`config.mk`:
```
export PLATFORM = sky130hd
export DESIGN_NAME = nor_host
export DESIGN_NICKNAME = d
export VERILOG_FILES = /design/src/common/nor_port_pkg.sv /design/src/design/nor_host.sv /design/src/design/pin_sync.sv
export VERILOG_INCLUDE_DIRS = /design/src /design/src/common
export SDC_FILE = /design/constraint.sdc
export NUM_CORES = 1
export LEC_CHECK = 0
export ABC_AREA = 1
export BUFFER_PORTS_ARGS = -buffer_cell sky130_fd_sc_hd__buf_4
export CAP_MARGIN = 10
export CORE_MARGIN = 2
export CORE_UTILIZATION = 45
export DETAILED_ROUTE_END_ITERATION = 6
export PLACE_DENSITY = 0.73
export SYNTH_ARGS = -nofsm -noshare
export SYNTH_HDL_FRONTEND = slang
export SYNTH_SLANG_ARGS = --single-unit
```
`constraint.sdc`:
```
create_clock -name ref_clk -period 2.2 [get_ports ref_clk]
set_input_delay 0.11 -clock ref_clk [delete_from_list [all_inputs] [get_ports ref_clk]]
set_output_delay 0.11 -clock ref_clk [all_outputs]
set_load 0.05 [all_outputs]
```
`src/common/nor_port_map.svh`:
```
`ifndef NOR_PORT_MAP_SVH
`define NOR_PORT_MAP_SVH

// Software register offsets
`define REG_ADDR 4'h0
`define REG_WDATA 4'h1
`define REG_CTRL 4'h2
`define REG_STATUS 4'h3
`define REG_RDATA 4'h4
// Control fields
`define CTRL_GO_READ 0
`define CTRL_GO_WRITE 1
`define CTRL_WIDE 2
`define CTRL_FLASH_RST 3
`define CTRL_ACCEL 4
`define CTRL_WP 5
// Timing in ns and cycles at 10 ns
`define CLK_NS 10
`define ACCESS_NS 70
`define ACCESS_CYC ((`ACCESS_NS + `CLK_NS - 1) / `CLK_NS)
`define WRITE_PULSE_NS 35
`define WRITE_PULSE_CYC ((`WRITE_PULSE_NS + `CLK_NS - 1) / `CLK_NS)
`define SETUP_CYC 1
`define RESET_PULSE_NS 500
`define RESET_PULSE_CYC ((`RESET_PULSE_NS + `CLK_NS - 1) / `CLK_NS)
`define RESET_REC_NS 50
`define RESET_REC_CYC ((`RESET_REC_NS + `CLK_NS - 1) / `CLK_NS)
`define CTRL_RESET 8'h04
`endif

```
`src/common/nor_port_pkg.sv`:
```
package nor_port_pkg;
  typedef enum {ST_IDLE, ST_RD_SETUP, ST_RD_WAIT, ST_WR_SETUP, ST_WR_PULSE,
    ST_WR_HOLD, ST_RST_PULSE, ST_RST_REC} phase_t;
  typedef struct packed {
    logic [20:0] addr;
    logic byte_lsb;
    logic ce_n;
    logic oe_n;
    logic we_n;
    logic rst_n;
    logic wide;
    logic wp_n;
    logic accel;
  } flash_pins_t;
  typedef struct packed {
    logic [3:0] addr;
    logic [31:0] wdata;
    logic wr;
    logic rd;
  } sw_req_t;
endpackage

```
`src/design/nor_host.sv`:
```
// The address-and-strobe port and the placing of the registers were chosen for this implementation.
`timescale 1ns/1ps
`default_nettype none
`include "nor_port_map.svh"
module nor_host
  import nor_port_pkg::*;
(
  // Clock and reset
  input wire logic ref_clk,
  input wire logic sys_rst,
  // Software port
  input wire sw_req_t sw,
  output logic [31:0] rd_data,
  // Flash control pins
  output flash_pins_t pins,
  // Flash data lines, three-signal form
  input wire logic [15:0] data_in,
  output logic [15:0] data_out,
  output logic [15:0] data_oe_n,
  // Ready/busy from the flash
  input wire logic op_complete_flag
);
  typedef struct packed {
    phase_t phase;
    logic [7:0] ctrl;
    logic [21:0] addr;
    logic [15:0] wdata;
    logic [15:0] rdata;
    logic [7:0] cnt;
    logic busy_seen;
    logic [31:0] rd_data;
    flash_pins_t pins;
    logic drive;
  } state_t;

  state_t st, next_st;
  logic [16:0] sync_v;
  logic [15:0] data_s;
  logic ready_s;

  pin_sync #(.W(17)) u_sync (
    .ref_clk(ref_clk),
    .sys_rst(sys_rst),
    // Ready is carried inverted so the cleared flops read as ready
    .async_in({~op_complete_flag, data_in}),
    .sync_out(sync_v)
  );
  assign data_s = sync_v[15:0];
  assign ready_s = ~sync_v[16];

  always_comb begin
    next_st = st;
    next_st.rd_data = 32'h0000_0000;
    if (st.cnt != 8'h00) begin
      next_st.cnt = st.cnt - 8'h01;
    end
    if (!ready_s) begin
      next_st.busy_seen = 1'b1;
    end
    if (sw.rd) begin
      if (sw.addr == `REG_ADDR) begin
        next_st.rd_data = {10'h000, st.addr};
      end else if (sw.addr == `REG_WDATA) begin
        next_st.rd_data = {16'h0000, st.wdata};
      end else if (sw.addr == `REG_CTRL) begin
        next_st.rd_data = {24'h000000, st.ctrl};
      end else if (sw.addr == `REG_STATUS) begin
        next_st.rd_data = {29'h0, st.busy_seen, ready_s,
          st.phase != ST_IDLE};
        // Clear on read, but a busy pin in the same cycle wins
        next_st.busy_seen = !ready_s;
      end else if (sw.addr == `REG_RDATA) begin
        next_st.rd_data = {16'h0000, st.rdata};
      end
    end
    if (sw.wr) begin
      if (sw.addr == `REG_ADDR) begin
        next_st.addr = sw.wdata[21:0];
      end else if (sw.addr == `REG_WDATA) begin
        next_st.wdata = sw.wdata[15:0];
      end else if (sw.addr == `REG_CTRL) begin
        next_st.ctrl = {sw.wdata[7:2], 2'b00};
      end
    end
    // Level pins follow control one cycle later; accel and wp are independent
    next_st.pins.wide = st.ctrl[`CTRL_WIDE];
    next_st.pins.accel = st.ctrl[`CTRL_ACCEL];
    next_st.pins.wp_n = !st.ctrl[`CTRL_WP];
    case (st.phase)
      ST_IDLE: begin
        next_st.pins.ce_n = 1'b1;
        next_st.pins.oe_n = 1'b1;
        next_st.pins.we_n = 1'b1;
        next_st.drive = 1'b0;
        if (sw.wr && sw.addr == `REG_CTRL && sw.wdata[`CTRL_FLASH_RST]) begin
          next_st.phase = ST_RST_PULSE;
          next_st.cnt = 8'(`RESET_PULSE_CYC);
          next_st.pins.rst_n = 1'b0;
        end else if (sw.wr && sw.addr == `REG_CTRL
                     && sw.wdata[`CTRL_GO_READ]) begin
          next_st.phase = ST_RD_SETUP;
          next_st.pins.addr = st.addr[21:1];
          next_st.pins.byte_lsb = st.addr[0];
        end else if (sw.wr && sw.addr == `REG_CTRL
                     && sw.wdata[`CTRL_GO_WRITE]) begin
          next_st.phase = ST_WR_SETUP;
          next_st.cnt = 8'(`SETUP_CYC);
          next_st.pins.addr = st.addr[21:1];
          next_st.pins.byte_lsb = st.addr[0];
        end
      end
      ST_RD_SETUP: begin
        next_st.pins.ce_n = 1'b0;
        next_st.pins.oe_n = 1'b0;
        next_st.pins.we_n = 1'b1;
        next_st.cnt = 8'(`ACCESS_CYC + 2);
        next_st.phase = ST_RD_WAIT;
      end
      ST_RD_WAIT: begin
        // Two extra cycles cover the pin synchroniser
        if (st.cnt == 8'h00) begin
          next_st.rdata = st.ctrl[`CTRL_WIDE] ? data_s
                                               : {8'h00, data_s[7:0]};
          next_st.pins.ce_n = 1'b1;
          next_st.pins.oe_n = 1'b1;
          next_st.phase = ST_IDLE;
        end
      end
      ST_WR_SETUP: begin
        next_st.pins.ce_n = 1'b0;
        next_st.pins.oe_n = 1'b1;
        next_st.drive = 1'b1;
        if (st.cnt == 8'h00) begin
          next_st.pins.we_n = 1'b0;
          next_st.cnt = 8'(`WRITE_PULSE_CYC - 1);
          next_st.phase = ST_WR_PULSE;
        end
      end
      ST_WR_PULSE: begin
        if (st.cnt == 8'h00) begin
          next_st.pins.we_n = 1'b1;
          next_st.phase = ST_WR_HOLD;
        end
      end
      ST_WR_HOLD: begin
        next_st.pins.ce_n = 1'b1;
        next_st.drive = 1'b0;
        next_st.phase = ST_IDLE;
      end
      ST_RST_PULSE: begin
        if (st.cnt == 8'h00) begin
          next_st.pins.rst_n = 1'b1;
          next_st.cnt = 8'(`RESET_REC_CYC);
          next_st.phase = ST_RST_REC;
        end
      end
      ST_RST_REC: begin
        if (st.cnt == 8'h00) begin
          next_st.phase = ST_IDLE;
        end
      end
      default: begin
        next_st.phase = ST_IDLE;
      end
    endcase
  end

  always_ff @(posedge ref_clk) begin
    if (sys_rst) begin
      st <= '0;
      st.phase <= ST_IDLE;
      st.ctrl <= `CTRL_RESET;
      st.pins.ce_n <= 1'b1;
      st.pins.oe_n <= 1'b1;
      st.pins.we_n <= 1'b1;
      st.pins.rst_n <= 1'b1;
      st.pins.wp_n <= 1'b1;
      st.pins.wide <= 1'b1;
    end else begin
      st <= next_st;
    end
  end

  assign pins = st.pins;
  assign rd_data = st.rd_data;
  // Upper byte lines stay released in byte mode
  assign data_out = st.ctrl[`CTRL_WIDE] ? st.wdata : {8'h00, st.wdata[7:0]};
  assign data_oe_n = st.drive ? (st.ctrl[`CTRL_WIDE] ? 16'h0000 : 16'hFF00)
                              : 16'hFFFF;
endmodule
`default_nettype wire

```
`src/design/pin_sync.sv`:
```
`timescale 1ns/1ps
`default_nettype none
module pin_sync #(
  parameter int W = 1
) (
  input wire logic ref_clk,
  input wire logic sys_rst,
  input wire logic [W-1:0] async_in,
  output logic [W-1:0] sync_out
);
  logic [W-1:0] first;
  always_ff @(posedge ref_clk) begin
    if (sys_rst) begin
      first <= '0;
      sync_out <= '0;
    end else begin
      first <= async_in;
      sync_out <= first;
    end
  end
endmodule
`default_nettype wire
```
==> metrics <==
die extent in y 125 um; HP Class in -> reg; CTS Buf Count 17; R2R depth 8; vias 5,119; HP Start sw[10]; hold endpoint st[95]; Post-Syn Area per Cell 7.98 um^2; post-synthesis cell area 6550 um^2; CTS tree yes; Required @ worst endpoint 2500 ps; reg-to-reg critical path startpoint st[63]; hold path cells 3; Seq/Total Area, Yosys 0.483; Util after Layout 0.558; Post-CTS Setup Repair Bufs 0; Initial DRT Pass Iterations 5; fmax 540 MHz; unrepaired setup endpoints after global routing no; peak supply drop 0.000595 V; DRT iter0 DRCs 315; final WL 14.4 mm; FF-to-FF setup slack 350 ps; clock net sink count 158; starting density of the core 0.456; full die area 15,500 um^2; share of the synthesized area in the top cell type 0.483; Worst-Margin Slew 668 ps; Placer Congestion 0.856; Yosys warning count 0; Slew Limit Fails 0; DRT antenna net count 0; CTS clock-pin slew for the worst setup and hold paths 60 ps; IO Port Bufs 129; post-route cell area 8020 um^2; FF-to-FF End st[63]; WL/cell 13.1 um; CTS Hold Buffers Added 36; CTS H-Tree Depth 4; Post-Synthesis Cells 820; max incr delay on CP 330 ps; ratio of final minimum period to clock period 0.841; Slowest-stage cell, CP dfxtp_1; Worst Path Arrival 2150 ps; worst path bufs/invs 2; vias in the first global route 4,745; Clock Skews 6.65 ps; CORE AREA 14,400 um^2; CP top delay family adder cells; type of the worst setup path reg -> reg; share of cells above drive strength 1 0.212; initial antenna violation count 0; wire length of the first global-routing pass 23.4 mm; status completed; antenna diode count 0; Pleak 3.51 nW; Area Growth Syn to Fin 22.5%; via/cell ratio 4.66; max_cap viols 0; ordered cell list for the critical path inv_1 -> ha_1 -> nand2_1 -> nor2_4 -> inv_1 -> ha_1 -> o21ai_0 -> a31oi_1; synth unique cells 37; gr ovfl total 0; CP Launch Type flop; Final Hold Fails 0; CTS Buffer Depth 2; largest net degree at the start of global routing 67; Die X-Extent 125 um; DRC errors left 0; FF+latch count, synth 158; Detailed Place HPWL 9.81 mm; final setup violation count 0; maximum fanout along the worst path 9; Final min period 1850 ps; row count 44; DP Area 7020 um^2; FILL cells 1,313; Crit. End Element flop; Setup TNS 0 ps; CTS root buf clkbuf_16; power density over the cells 997 nW/um^2; Clk Latency, worst-skew pair 420 ps; dominant cell type by area after synthesis dfxtp_1; ranking of synthesized cells by area dfxtp_1 (48%), buf_4 (9.6%), a21oi_1 (7.6%); io pins 150; # resized after CTS 0; gr usage total 0.186; fin nets 963; max_slew headroom 0.555
layout by cell type, fill, tap and decap left out, types with 17 or more instances in the layout:
master / count
a21oi_1: 100
nand3_1: 27
o21ai_1: 21
inv_1: 113
dlygate4sd3_1: 36
clkbuf_16: 17
nand2_1: 72
dfxtp_1: 158
nor2_1: 78
buf_4: 138
o21ai_0: 58
Yosys cell counts:
library cell and count:
o211ai_1 2, nand2_2 6, nor2_1 78, o21bai_1 1, conb_1 1, xor2_1 2
o22ai_1 9, buf_1 4, buf_6 7, xnor2_1 3, nand4_2 2, or2_2 2
o32ai_1 1, buf_2 8, o21ai_1 21, ha_1 4, nor2_4 3, nand3_2 1
nand3_1 27, nor3_1 8, o21ai_0 58, o221ai_1 3, nand2_1 72, inv_1 113
a31oi_1 3, a41oi_1 1, nand4_1 2, nor3_4 1, a21oi_1 100, a211oi_1 8
dfxtp_1 158, clkbuf_1 17, nor2_2 2, inv_2 6, buf_4 84, inv_4 1
nand3b_1 1
cells by family after synthesis:
group           after synthesis  synth area share
compound gates              207             0.168
fa+ha+maj                     4           0.00765
other cells                   1          0.000573
buf+inv                     240             0.196
simple gates                205             0.138
flops                       158             0.483
xor+xnor                      5           0.00669
tightest hold or removal path: cells and delay by family:
family	cells	cell delay, ps
compound gates	2	190
buf+inv	1	90
worst max path at each step:
stage               slack [ps]             to  startpoint  cells after the start
global placement           410         st[63]      st[63]                      8
global route               150         st[71]      st[63]                      7
finish                     350         st[63]      st[63]                      8
CTS                        370         st[63]      st[63]                      8
floorplan                  450  data_oe_n[10]  next_st[3]                      4
detailed placement         380         st[63]      st[63]                      8
area by class of cell:
cell class                 instances  area [um^2]  share of cell area
sequential                       158         3160               0.395
clock inverter                    13          186              0.0233
tap                              184          230              0.0287
inverter                         120          453              0.0565
timing repair buffer             174         1400               0.174
clock buffer                      19          453              0.0565
multi-input combinational        431         2130               0.266
state kept, by name, indices dropped and copies added (netlist names):
name             count
pins                29
next_st              2
st                  71
u_sync.first        17
rd_data             22
u_sync.sync_out     17
report_power, final:
| part | internal (mW) | switching (mW) | total [mW] |
|---|---|---|---|
| clock network | 1.96 | 1.17 | 3.13 |
| registers | 3.06 | 0.127 | 3.18 |
| logic | 0.588 | 1.09 | 1.67 |
| total | 5.61 | 2.38 | 7.99 |
per-stage QoR:
step                worst slack, ps  total power [mW]  cells  hold WS (ps)
floorplan                       450              4.56    829           177
finish                          349              7.99   1099          12.4
global route                    153              8.39   1099          13.8
CTS                             370              8.04   1099        0.0671
global placement                414              4.83   1031           264
detailed placement              380              4.85   1031           265
layer usage:
layer | track usage | share of wire | up-vias
li1 | - | - | 2695
met3 | 0.0498 | 0.058 | 28
met5 | 0 | 0 | -
met1 | 0.247 | 0.47 | 2238
met4 | 0.0846 | 0.027 | 0
met2 | 0.283 | 0.44 | 158
Power figures use the tool's default switching activity.
